### config.mk
export PLATFORM = sky130hd
export DESIGN_NAME = seg_disp_ctrl
export DESIGN_NICKNAME = d
export VERILOG_FILES = /design/src/verilog/seg_disp_pkg.sv /design/src/verilog/seg_disp_ctrl.sv
export SDC_FILE = /design/constraint.sdc
export NUM_CORES = 1
export LEC_CHECK = 0
export BUFFER_PORTS_ARGS = -buffer_cell sky130_fd_sc_hd__buf_2
export CORE_MARGIN = 2
export CORE_UTILIZATION = 50
export DETAILED_ROUTE_END_ITERATION = 10
export PLACE_DENSITY = 0.72
export SLEW_MARGIN = 20
export SYNTH_ARGS = -nofsm -noshare
export SYNTH_HDL_FRONTEND = slang
export SYNTH_SLANG_ARGS = --single-unit
### constraint.sdc
create_clock -name core_clk -period 8.67 [get_ports core_clk]
set_clock_uncertainty 0.15 [all_clocks]
set_input_delay 0.4335 -clock core_clk [delete_from_list [all_inputs] [get_ports core_clk]]
set_output_delay 0.4335 -clock core_clk [all_outputs]
set_load 0.005 [all_outputs]
### src/verilog/seg_disp_pkg.sv
// constants shared by the multiplexed segment display controller
// assumes a single 25 MHz core clock
package seg_disp_pkg;
  localparam int CLK_MHZ         = 25;
  localparam int DIGIT_ON_US     = 400;  // least digit on time; the controller strobes each digit for DIGIT_ON_CYC - 1 cycles
  localparam int BLANK_US        = 50;   // least interdigit blanking
  localparam int DIGIT_ON_CYC    = DIGIT_ON_US * CLK_MHZ;
  localparam int BLANK_CYC       = BLANK_US * CLK_MHZ;
  localparam int NUM_DIGITS      = 6;
  localparam int CODE_W          = 4;
  localparam int SEG_W           = 8;
  localparam int DP_BIT          = 7;
  localparam int CNT_W           = 16;
  localparam logic [31:0] ADDR_CTRL   = 32'h0000_0000;
  localparam logic [31:0] ADDR_STATUS = 32'h0000_0004;
  localparam logic [31:0] ADDR_DIGIT0 = 32'h0000_0010;
  localparam logic [1:0]  HTRANS_NONSEQ = 2'b10;
  localparam logic [1:0]  HTRANS_SEQ    = 2'b11;
  localparam logic [1:0]  CTRL_RESET    = 2'b00; // bit0 direct-data mode, bit1 digit port input
  localparam int CTRL_DIRECT_BIT = 0;
  localparam int CTRL_DIO_BIT    = 1;
  // status word field positions
  localparam int STAT_IDX_LSB    = 0;
  localparam int STAT_STATE_LSB  = 8;
  localparam int STAT_DIG_LSB    = 16;
  typedef enum logic [1:0] {ST_BLANK = 2'b00, ST_SHOW = 2'b01, ST_HELD = 2'b11} scan_state_t;
endpackage

### src/verilog/seg_disp_ctrl.sv
// multiplexed segment display controller with an AHB-Lite register slave
// assumes arst_n is asynchronous, pins other than the bus come from outside the clock domain
//
// What this block does
// - drives segments and multiplexes all digits itself, no outside scanning needed
// - host writes any digit register at random, address decoded inside
// - internal timebase steps through stored digit values in sequence
// - digit port as input lets outside pick any digit directly
// - several controllers combine for wider segments and more digits
// - segment outputs drive directly and can go high impedance
// - rom mode decodes 4-bit code into segment pattern
// - direct mode passes 8 stored bits straight to segments
// - dead interval with no digit active between successive digit strobes
// - store only during an enabled write; nothing latched by select alone
// - digit lines as outputs are strobed in turn with matching data
// - digit lines as inputs stop scan and show selected digit
// - segments high impedance whenever segment enable is deasserted
`timescale 1ns/100ps
module seg_disp_ctrl
  import seg_disp_pkg::*;
#(
  parameter int DIGITS   = seg_disp_pkg::NUM_DIGITS,
  parameter int ON_CYC   = seg_disp_pkg::DIGIT_ON_CYC,
  parameter int DEAD_CYC = seg_disp_pkg::BLANK_CYC
) (
  input  wire logic              core_clk,
  input  wire logic              arst_n,
  input  wire logic              hsel,
  input  wire logic [31:0]       haddr,
  input  wire logic [1:0]        htrans,
  input  wire logic              hwrite,
  input  wire logic [2:0]        hsize,
  input  wire logic [31:0]       hwdata,
  input  wire logic              hready,
  output logic      [31:0]       hrdata,
  output logic                   hreadyout,
  output logic                   hresp,
  input  wire logic              seg_oe_n,
  input  wire logic [DIGITS-1:0] digit_in,
  output logic      [DIGITS-1:0] digit_out,
  output logic      [DIGITS-1:0] digit_oe,
  output logic      [seg_disp_pkg::SEG_W-1:0] seg_out,
  output logic                   seg_oe
);
  import seg_disp_pkg::*;

  localparam int IDX_W = (DIGITS > 1) ? $clog2(DIGITS) : 1;

  typedef struct packed {
    logic [1:0]                   rst_sync;
    logic [1:0]                   oe_sync0;
    logic [DIGITS-1:0]            din_s0;
    logic [DIGITS-1:0]            din_s1;
    logic                         seg_en;
    logic                         wr_pend;
    logic [31:0]                  wr_addr;
    logic [31:0]                  rdata;
    logic [1:0]                   ctrl;
    logic [DIGITS-1:0][SEG_W-1:0] digit_store;
    scan_state_t                  state;
    logic [IDX_W-1:0]             idx;
    logic [CNT_W-1:0]             cnt;
    logic [DIGITS-1:0]            dig;
    logic [SEG_W-1:0]             seg;
  } state_t;

  state_t st_reg;
  state_t st_next;
  logic   rst_n;

  // rom: 4-bit code to 7 segment pattern, bit0 = segment a
  function automatic logic [6:0] rom7(input logic [CODE_W-1:0] code);
    case (code)
      4'h0: rom7 = 7'h3F;
      4'h1: rom7 = 7'h06;
      4'h2: rom7 = 7'h5B;
      4'h3: rom7 = 7'h4F;
      4'h4: rom7 = 7'h66;
      4'h5: rom7 = 7'h6D;
      4'h6: rom7 = 7'h7D;
      4'h7: rom7 = 7'h07;
      4'h8: rom7 = 7'h7F;
      4'h9: rom7 = 7'h6F;
      4'hA: rom7 = 7'h77;
      4'hB: rom7 = 7'h7C;
      4'hC: rom7 = 7'h39;
      4'hD: rom7 = 7'h5E;
      4'hE: rom7 = 7'h79;
      default: rom7 = 7'h71;
    endcase
  endfunction

  // pattern for one stored value; decimal point bypasses the rom
  function automatic logic [SEG_W-1:0] pattern(input logic [SEG_W-1:0] v, input logic direct);
    if (direct) begin
      pattern = v;
    end else begin
      pattern = {v[DP_BIT], rom7(v[CODE_W-1:0])};
    end
  endfunction

  // index of the single high digit input, lowest wins if outside breaks its promise
  function automatic logic [IDX_W-1:0] onehot_idx(input logic [DIGITS-1:0] d);
    onehot_idx = '0;
    for (int i = DIGITS - 1; i >= 0; i--) begin
      if (d[i]) begin
        onehot_idx = IDX_W'(i);
      end
    end
  endfunction

  assign rst_n = st_reg.rst_sync[1];

  always_comb begin
    logic [31:0] widx;
    logic        dio_in;
    logic        direct;
    st_next = st_reg;
    widx    = 32'h0000_0000;
    dio_in  = st_reg.ctrl[CTRL_DIO_BIT];
    direct  = st_reg.ctrl[CTRL_DIRECT_BIT];
    st_next.rst_sync = {st_reg.rst_sync[0], 1'b1};
    // pins pass two flops before use
    st_next.din_s0   = digit_in;
    st_next.din_s1   = st_reg.din_s0;
    st_next.oe_sync0 = {st_reg.oe_sync0[0], seg_oe_n};
    // enable flag resets to off, so a high pin never lets the segments glitch on
    st_next.seg_en   = !st_reg.oe_sync0[1];
    // bus write lands in the data phase
    st_next.wr_pend = 1'b0;
    if (st_reg.wr_pend) begin
      if (st_reg.wr_addr == ADDR_CTRL) begin
        st_next.ctrl = hwdata[1:0];
      end else if (st_reg.wr_addr >= ADDR_DIGIT0 && st_reg.wr_addr < ADDR_DIGIT0 + 32'(4 * DIGITS)) begin
        widx = (st_reg.wr_addr - ADDR_DIGIT0) >> 2;
        st_next.digit_store[widx[IDX_W-1:0]] = hwdata[SEG_W-1:0];
      end
    end
    if (hsel && hready && (htrans == HTRANS_NONSEQ || htrans == HTRANS_SEQ)) begin
      st_next.wr_pend = hwrite;
      st_next.wr_addr = haddr;
      st_next.rdata   = 32'h0000_0000;
      if (!hwrite) begin
        if (haddr == ADDR_CTRL) begin
          st_next.rdata = {30'h0000_0000, st_reg.ctrl};
        end else if (haddr == ADDR_STATUS) begin
          // fields placed one by one so the word stays 32 bits for up to 16 digits
          st_next.rdata[STAT_IDX_LSB +: 4]      = 4'(st_reg.idx);
          st_next.rdata[STAT_STATE_LSB +: 2]    = st_reg.state;
          st_next.rdata[STAT_DIG_LSB +: DIGITS] = st_reg.dig;
        end else if (haddr >= ADDR_DIGIT0 && haddr < ADDR_DIGIT0 + 32'(4 * DIGITS)) begin
          widx = (haddr - ADDR_DIGIT0) >> 2;
          st_next.rdata = {24'h00_0000, st_reg.digit_store[widx[IDX_W-1:0]]};
        end
      end
    end
    // digit scan: show then dead time, on-time and dead time counted in cycles
    case (st_reg.state)
      ST_BLANK: begin
        st_next.dig = '0;
        st_next.seg = '0;
        if (dio_in) begin
          st_next.state = ST_HELD;
        end else if (st_reg.cnt >= CNT_W'(DEAD_CYC - 1)) begin
          st_next.cnt   = '0;
          st_next.state = ST_SHOW;
          st_next.idx   = (st_reg.idx == IDX_W'(DIGITS - 1)) ? '0 : st_reg.idx + 1'b1;
        end else begin
          st_next.cnt = st_reg.cnt + 1'b1;
        end
      end
      ST_SHOW: begin
        st_next.dig      = '0;
        st_next.dig[st_reg.idx] = 1'b1;
        st_next.seg      = pattern(st_reg.digit_store[st_reg.idx], direct);
        if (dio_in) begin
          // lines turn around now, so drop the strobe at once
          st_next.state = ST_HELD;
          st_next.dig   = '0;
          st_next.seg   = '0;
        end else if (st_reg.cnt >= CNT_W'(ON_CYC - 1)) begin
          st_next.cnt   = '0;
          st_next.state = ST_BLANK;
          st_next.dig   = '0;
          st_next.seg   = '0;
        end else begin
          st_next.cnt = st_reg.cnt + 1'b1;
        end
      end
      ST_HELD: begin
        // scan stopped; outside selects one digit by its lines
        st_next.dig = '0;
        st_next.cnt = '0;
        st_next.idx = onehot_idx(st_reg.din_s1);
        st_next.seg = (st_reg.din_s1 != '0) ? pattern(st_reg.digit_store[onehot_idx(st_reg.din_s1)], direct) : '0;
        if (!dio_in) begin
          // leave blanked so the scan restarts from a dark gap
          st_next.state = ST_BLANK;
          st_next.seg   = '0;
        end
      end
      default: begin
        st_next.state = ST_BLANK;
      end
    endcase
  end

  always_ff @(posedge core_clk or negedge arst_n) begin
    if (!arst_n) begin
      st_reg <= '0;
    end else if (!rst_n) begin
      st_reg          <= '0;
      st_reg.rst_sync <= st_next.rst_sync;
      st_reg.oe_sync0 <= st_next.oe_sync0; // keep the pin synchroniser filling during reset
    end else begin
      st_reg <= st_next;
    end
  end

  // outputs; several devices share segment and digit lines through their enables
  assign hrdata    = st_reg.rdata;
  assign hreadyout = 1'b1;
  assign hresp     = 1'b0;
  assign digit_out = st_reg.dig;
  assign digit_oe  = st_reg.ctrl[CTRL_DIO_BIT] ? '0 : {DIGITS{1'b1}};
  assign seg_out   = st_reg.seg;
  assign seg_oe    = rst_n && st_reg.seg_en;
endmodule

==> results.txt, run 1 <==
The flow ran to the end, and the final reports show no timing, DRC or antenna violations. The most critical setup path has its endpoint at seg_out[5]. The reported leakage power is 4.47 nW. The count of cells resized by post-cts repair is 0. The count of pins on the block boundary came out at 136. The part of the cycle the worst path needs is 0.390. The initial antenna violation count came out at 0.

Input and output buffers added on the ports amount to 89. The placeable core region came out at 0.0167 sq mm. The wire length of the first global-routing pass came out at 32,800 microns. The initial core utilization is 0.514.

The part of the power in the clock network came out at 0.444. Summed over all layers, the global routing overflow is 0. The startpoint identified for the worst register-to-register timing path is st_reg[31]. The H-tree depth is 4. The worst setup path is captured at a flip-flop. The most common cell after layout, fill and taps aside is sky130_fd_sc_hd__dfrtp_1.

The power share of the sequential group is 0.475. The fraction of power spent switching nets is 0.264. The die height came out at 135 microns. The power per standard cell area came out at 164 mW/mm^2. The internal power component is 1.13 mW.

The worst register-to-register path ends at seg_out[5]. The register area is 0.00378 sq mm. Across the run, the number of max-cap violations was 0. The synthesized design contains 151 register bits. The number of failing hold endpoints at the final stage came out at 0. The number of enable flip-flop cells after synthesis is 0. At the worst endpoint, the required time is 8.88 ns. TritonCTS built the clock tree. The data arrival time at the worst-slack endpoint came out at around 3.6 ns. The number of warnings reported in the yosys synthesis log is 0. The worst slew margin relative to its limit is 0.344. The most critical setup path has its startpoint at st_reg[31]. Clock latency on the worst-skew pair, taken at its later pin, is around 0.43 ns. The count of pins over their slew limit is 0. The setup TNS came out at 0 ns.

The kind of launch point of the worst setup path is a flip-flop. The worst setup path is of the reg -> reg kind. After the flow finishes, the layout carries non-filler instances totaling 1,090. The number of sinks handled by clock tree synthesis came out at roughly 150. CTS placed an instance of sky130_fd_sc_hd__clkbuf_16 at the clock tree root. The number of cells produced by synthesis came out at 823.

Of the synthesized area, sequential elements account for 0.440. The violation count after the first detailed-route iteration is 573. The flip-flop count of the largest register, all copies and words added is roughly 110. The async set or reset register ratio after synthesis came out at 1.00. The count of antenna-violating nets left after detailed routing is 0. The layout net count is 952.

The setup check on the worst reg-to-reg path leaves a slack of 5.29 ns. 0 antenna diodes ended up in the layout. The per-cell routed wire length came out at 19.0 microns.

The share of layout cells above drive strength 1 is 0.192. The count of endpoints failing setup in the final report is 0. The via density per instance is approximately 6.0. The first TritonRoute pass finished after 8 iterations. The largest net degree at the start of global routing is 81. Clock-pin slew was measured on the worst setup and hold paths at ~0.070 ns. The area of combinational cells with multiple inputs came out at 0.00419 sq mm. The combinational cell fraction of total power is 0.080. The total placed cells including tap cells is 1,056. The via count of the first global-routing pass is about 6,200.

The area added between synthesis and finish came out at 9.46%. The actual slew at the worst max-slew pin came out at roughly 1 ns. Across the VDD grid, the largest voltage drop is 0.149 mV.

The number of fillers in the final layout is roughly 1,500. The average instance area after synthesis is 10.4 sq um. The most used flip-flop cell after synthesis is sky130_fd_sc_hd__dfrtp_1. In this run, CTS created clock tree buffers numbering 17. The maximum clock insertion buffer count is 2. The number of unique standard cell types used by synthesis came out at 70.

The power spent charging and discharging nets came out at 407 uW. In the routed design, unresolved DRC markers number 0. Setup repair after global routing left no endpoint under its margin. The overall global routing resource usage is 0.231.

In this run the core area contains 47 standard-cell rows. The synthesized cell area is roughly 0.0086 sq mm. The final period demand of the worst path came out at 3.38 ns. The die width came out at 135 microns.

The number of vias after detailed routing came out at 6,517. The worst hold path belongs to the class in -> reg. In the layout the commonest cells are 151 x sky130_fd_sc_hd__dfrtp_1, 88 x sky130_fd_sc_hd__buf_2, 82 x sky130_fd_sc_hd__mux2i_1. The overall die area came out at 0.0182 sq mm. The peak fanout along the critical path is 18. The peak clock frequency supported by timing came out at 296 MHz. The HPWL after detailed placement came out at 14,000 microns.

The routability-driven placement congestion ratio came out at 0.856. The cell depth of the worst flop-to-flop path came out at 10. The overall routed net length is 20,700 microns.
synth_stat cells, types with 4 or more instances:
cell type                  number  area [sq um]
sky130_fd_sc_hd__a21oi_1       24           120
sky130_fd_sc_hd__a22o_1        52           455
sky130_fd_sc_hd__a31oi_1       13          81.3
sky130_fd_sc_hd__a32o_1         6          60.1
sky130_fd_sc_hd__and2_1        19           119
sky130_fd_sc_hd__and3_1        10          62.6
sky130_fd_sc_hd__buf_2          9          45.0
sky130_fd_sc_hd__buf_4         56           420
sky130_fd_sc_hd__clkbuf_1      33           124
sky130_fd_sc_hd__dfrtp_1      151          3780
sky130_fd_sc_hd__ha_1          14           175
sky130_fd_sc_hd__inv_1         20          75.1
sky130_fd_sc_hd__mux2_2        17           191
sky130_fd_sc_hd__mux2i_1       82           821
sky130_fd_sc_hd__mux4_1         4           105
sky130_fd_sc_hd__mux4_2        12           270
sky130_fd_sc_hd__nand2_1       44           165
sky130_fd_sc_hd__nand2b_1       6          37.5
sky130_fd_sc_hd__nand3_1       12          60.1
sky130_fd_sc_hd__nor2_1        82           308
sky130_fd_sc_hd__nor2b_1        7          43.8
sky130_fd_sc_hd__nor3_1        13          65.1
sky130_fd_sc_hd__nor3b_1        6          45.0
sky130_fd_sc_hd__nor4_1        14          87.6
sky130_fd_sc_hd__nor4b_1        5          43.8
sky130_fd_sc_hd__o211ai_1       6          45.0
sky130_fd_sc_hd__o21ai_0       26           130
sky130_fd_sc_hd__o21ai_1        4          20.0
sky130_fd_sc_hd__o22ai_1        5          31.3
sky130_fd_sc_hd__or3_1         10          62.6
how the worst min path moves through the flow:
stage	from	end	slack, ns	cells past startpoint
global route	digit_in[0]	st_next[151]	0.06	2
finish	digit_in[1]	st_next[152]	0.06	2
CTS	digit_in[3]	st_next[154]	0.06	2
detailed placement	st_next[164]	st_reg[164]	0.19	0
floorplan	arst_n	digit_out[0]	-0.01	0
global placement	st_next[166]	rst_n	0.18	0
worst max-delay path, cell delays in order, from the launching register on:
cell	delay, ns
sky130_fd_sc_hd__dfrtp_1	0.68
sky130_fd_sc_hd__nor2_1	0.55
sky130_fd_sc_hd__a22oi_1	0.24
sky130_fd_sc_hd__nand2_1	0.28
sky130_fd_sc_hd__inv_1	0.10
sky130_fd_sc_hd__ha_1	0.24
sky130_fd_sc_hd__nand2b_1	0.11
sky130_fd_sc_hd__nor2b_1	0.06
sky130_fd_sc_hd__or4_1	0.54
sky130_fd_sc_hd__a21oi_1	0.23
sky130_fd_sc_hd__a311o_1	0.15
power groups by stage:
stage	Sequential, mW	Clock, mW	Combinational, mW
after floorplan	0.740	0	0.0836
after global placement	0.745	0	0.121
after detailed placement	0.745	0	0.123
after CTS	0.732	0.692	0.124
after global routing	0.734	0.727	0.137
final	0.733	0.685	0.124
cells by family (layout without fill, tap and decap cells):
logic type	count (synthesis)	in the layout	synth area share
XOR/XNOR	1	1	0.00102
buffers and inverters	121	151	0.0796
AO/OA/AOI/OAI	172	172	0.151
other	2	19	0.000875
adder cells (fa/ha/maj)	14	14	0.0204
AND/OR/NAND/NOR	246	246	0.144
flip-flops	151	151	0.440
multiplexers	116	116	0.163
cell type report:
type	count	area share
clock buffer	17	0.0453
clock inverter	15	0.0129
inverter	20	0.00799
multi-input combinational	568	0.446
sequential	151	0.402
tap	220	0.0293
timing repair buffer	99	0.0566
through the flow:
step	hold slack [ns]	worst slack (ns)	utilization	instance area, sq um	power, mW
2_1_floorplan	-0.0121	5.94	-	8650	0.823
3_3_place_gp	0.182	5.37	0.529	8830	0.866
3_5_place_dp	0.186	5.36	0.529	8830	0.868
4_1_cts	0.0550	5.33	0.562	9390	1.55
5_1_grt	0.0569	5.16	0.562	9390	1.60
6_report	0.0643	5.29	0.562	9390	1.54
routing by layer:
| layer | wire length, microns | global-route usage | vias up |
|---|---|---|---|
| li1 | - | - | 3022 |
| met1 | 9520 | 0.319 | 3200 |
| met2 | 9190 | 0.359 | 252 |
| met3 | 1360 | 0.0495 | 43 |
| met4 | 629 | 0.0914 | 0 |
| met5 | 0 | 0 | - |
what timing repair did:
item,4_1_cts,5_1_grt
buffers inserted,0,0
hold buffers,2,0
hold endpoints to repair,80,0
Power figures use the tool's default switching activity.
==> run 2, diff against run 1 <==
--- a/config.mk
+++ b/config.mk
@@ -9,7 +9,7 @@
 export CORE_MARGIN = 2
 export CORE_UTILIZATION = 50
 export DETAILED_ROUTE_END_ITERATION = 10
-export PLACE_DENSITY = 0.72
+export PLACE_DENSITY = 0.75
 export SLEW_MARGIN = 20
 export SYNTH_ARGS = -nofsm -noshare
 export SYNTH_HDL_FRONTEND = slang
==> constraint.sdc (replaced) <==
create_clock -name core_clk -period 3 [get_ports core_clk]
set_clock_uncertainty 0.15 [all_clocks]
set_input_delay 0.15 -clock core_clk [delete_from_list [all_inputs] [get_ports core_clk]]
set_output_delay 0.15 -clock core_clk [all_outputs]
set_load 0.005 [all_outputs]
==> run 2 against run 1 <==
  * Sequential share of layout area fell by 2.9 points
  * First-iteration DRC count fell by 7.2%
  * Global-route usage rose by 1.2 points
  * Clock-buffer cell count did not move
  * Largest cell class unchanged
  * Highest routed layer unchanged
==> results.txt, run 2 (synthesis results as in run 1) <==
The flip-flop count of the largest register, all copies and words added is 112. The power per standard cell area came out at 472 mW/mm^2. Of the total power, the share spent switching nets is 0.249. The delay of the slowest critical-path stage came out at 0.52 ns. The register area came out at 0.00378 sq mm. In this run the most used layer during global routing was met2. The number of vias after detailed routing came out at 6,830. The largest net degree at the start of global routing is 75. The number of sinks handled by clock tree synthesis is 151. The overall global routing resource usage is 0.243. Dividing the detail-routed wire length by the instance count gives 18.8 microns. The max capacitance violation total is 0. The die width came out at 135 microns. The post-detailed-route DRC marker count came out at 0. The maximum clock insertion buffer count is 2.

Clock tree synthesis inserted a total of 17 buffers. The met1 track demand over resource in global routing is 0.335. The data required time at the worst endpoint is between 3 and 4 ns. CTS built an H-tree with a depth of 4. The via density per instance is 5.88. The clock reaches the later pin of the worst-skew pair after 0.43 ns.

The area of all placed cells without fillers came out at 0.0101 sq mm. The die height is 135 microns. The die covers about 0.018 sq mm.

The port buffer count is 89. The length of the first detailed-routing pass in iterations came out at 5. On the critical path the largest part of the delay comes from compound AO/OA/AOI/OAI gates.

The flow ran to the end, and the final reports show no timing, DRC or antenna violations. The signal on the critical path passes through o31a_2, o311ai_0, o21ai_1, buf_4, ha_1, nor3b_1, o311ai_1, a22o_1. The master cell of the clock root buffer is sky130_fd_sc_hd__clkbuf_16. The count of endpoints failing setup in the final report is 0. The worst hold path begins at haddr[4].

The setup path with the least slack is of type reg -> reg. After routing, the total negative slack on setup checks comes to 0 ns. The number of buffers and inverters on the critical path is 1. The worst register-to-register path begins at st_reg[153].

The initial antenna violation count came out at 1. The count of antenna-violating nets left after detailed routing is 0. Summed over all layers, the global routing overflow is 0. The count of pins over their slew limit is 0. The power share of the sequential group is 0.442. Setup repair after global routing left no endpoint under its margin.

The most common cell after layout, fill and taps aside is sky130_fd_sc_hd__dfrtp_1. The combinational cell fraction of total power is 0.091. The worst setup path is captured at a flip-flop. After clock tree synthesis, the clock-pin slew on the worst setup and hold paths is roughly 0.060 ns. The HPWL after detailed placement is 14,700 microns. The final period demand of the worst path is 2.89 ns.

The instance area after placement came out at about 0.0091 sq mm. The peak ir drop on the vdd network is 0.420 mV. The most critical setup path has its startpoint at st_reg[153]. The kind of launch point of the worst setup path is a flip-flop. Of all nets on the critical path, the largest fanout is 11. The floorplan has 47 rows.

The placeable core region came out at around 0.017 sq mm. The first global-routing pass estimated ~35,000 microns of wire. After clock tree synthesis, the setup repair step added 0 buffers. The min-delay analysis places its worst path in the category in -> reg. The initial core utilization came out at 0.514. The data arrival time at the worst-slack endpoint came out at around 3.1 ns.

The power spent charging and discharging nets came out at approximately 1.2 mW. The master of the slowest instance on the critical path is sky130_fd_sc_hd__dfrtp_1. The actual slew at the worst max-slew pin is 0.962 ns. Summing all multi-input logic gate instances after layout gives 0.00419 sq mm.

The share of layout cells above drive strength 1 came out at 0.207. After detailed routing, the total wire length is 21,800 microns. For met2 alone, demand over resource in global routing was 0.379. The number of failing hold endpoints at the final stage came to 0. The internal power component came out at 3.59 mW. The number of fillers in the final layout came out at around 1,300. The met3 capacity usage during global routing is 0.0473. The violation count after the first detailed-route iteration came out at between 500 and 600. The layout net count is 1,023.

TritonCTS built the clock tree. The top cell types in the final layout, fill and taps aside, are 150 x sky130_fd_sc_hd__dfrtp_1, 88 x sky130_fd_sc_hd__buf_2, 82 x sky130_fd_sc_hd__mux2i_1. The area added between synthesis and finish came out at 18.1%. In this run the count of I/O pins placed on the die edge is 136. The peak clock frequency supported by timing came out at between 300 and 400 MHz.

Of the available clock period, the critical path in the final layout requires 0.964. The via count of the first global-routing pass came to 6,588. Measured against its own limit, the worst slew margin works out to 0.356. The part of the power in the clock network came out at 0.467. The reported leakage power is around 4.8 nW. The routability-driven placement congestion ratio came out at 0.920.
## run 2: final timing paths
kind                                to  slack, ns  cells after the start
setup reg to reg            seg_out[2]       0.11                      8
min in group asynchronous  st_reg[126]       0.15                      2
hold / removal             st_reg[121]       0.01                      2
setup / recovery            seg_out[2]       0.11                      8
hold reg to reg                  rst_n       0.20                      0
max in group asynchronous  st_reg[140]       1.77                      3
## run 2: final cells by class
class                           count  share of cell area
Timing Repair Buffer              170               0.118
Tap cell                          220              0.0272
Clock buffer                       17              0.0420
Clock inverter                     14              0.0186
Multi-Input combinational cell    568               0.413
Antenna cell                        1            0.000247
Inverter                           20             0.00741
Sequential cell                   151               0.373
## run 2: layer usage
metal | vias up | wire length, microns
met5 | - | 0
met4 | 0 | 560
met3 | 42 | 1480
met1 | 3327 | 9590
li1 | 3164 | -
met2 | 297 | 10200
## run 2: worst reg2reg max path, cell delays in order (launching register included)
cell and delay, ns:
sky130_fd_sc_hd__dfrtp_1 0.52, sky130_fd_sc_hd__o31a_2 0.40, sky130_fd_sc_hd__o311ai_0 0.49, sky130_fd_sc_hd__o21ai_1 0.16, sky130_fd_sc_hd__buf_4 0.20, sky130_fd_sc_hd__ha_1 0.26
sky130_fd_sc_hd__nor3b_1 0.26, sky130_fd_sc_hd__o311ai_1 0.13, sky130_fd_sc_hd__a22o_1 0.21
## run 2: power groups by stage
stage                     sequential (mW)  combinational, mW  clock (mW)
final                                2.12              0.436        2.23
after global routing                 2.12              0.480        2.36
after CTS                            2.11              0.434        2.26
after detailed placement             2.15              0.385           0
after global placement               2.15              0.379           0
after floorplan                      2.14              0.242           0
## run 2: per-stage QoR
step / cells / setup slack, ns / hold WS, ns / util / total power [mW]
after global routing: 1160 / 0.00357 / 0.0309 / 0.607 / 4.96
after CTS: 1160 / 0.0719 / 0.00690 / 0.607 / 4.81
after global placement: 1083 / 0.151 / 0.0578 / 0.542 / 2.53
after detailed placement: 1083 / 0.103 / 0.0627 / 0.542 / 2.54
final: 1161 / 0.109 / 0.0130 / 0.607 / 4.78
after floorplan: 840 / 0.270 / -0.296 / - / 2.38
## run 2: repair_timing
action                                 CTS  global route
gates resized for setup                  0             3
setup endpoints to repair                0             3
endpoints found under the hold margin  161             0
hold buffers                            46             0
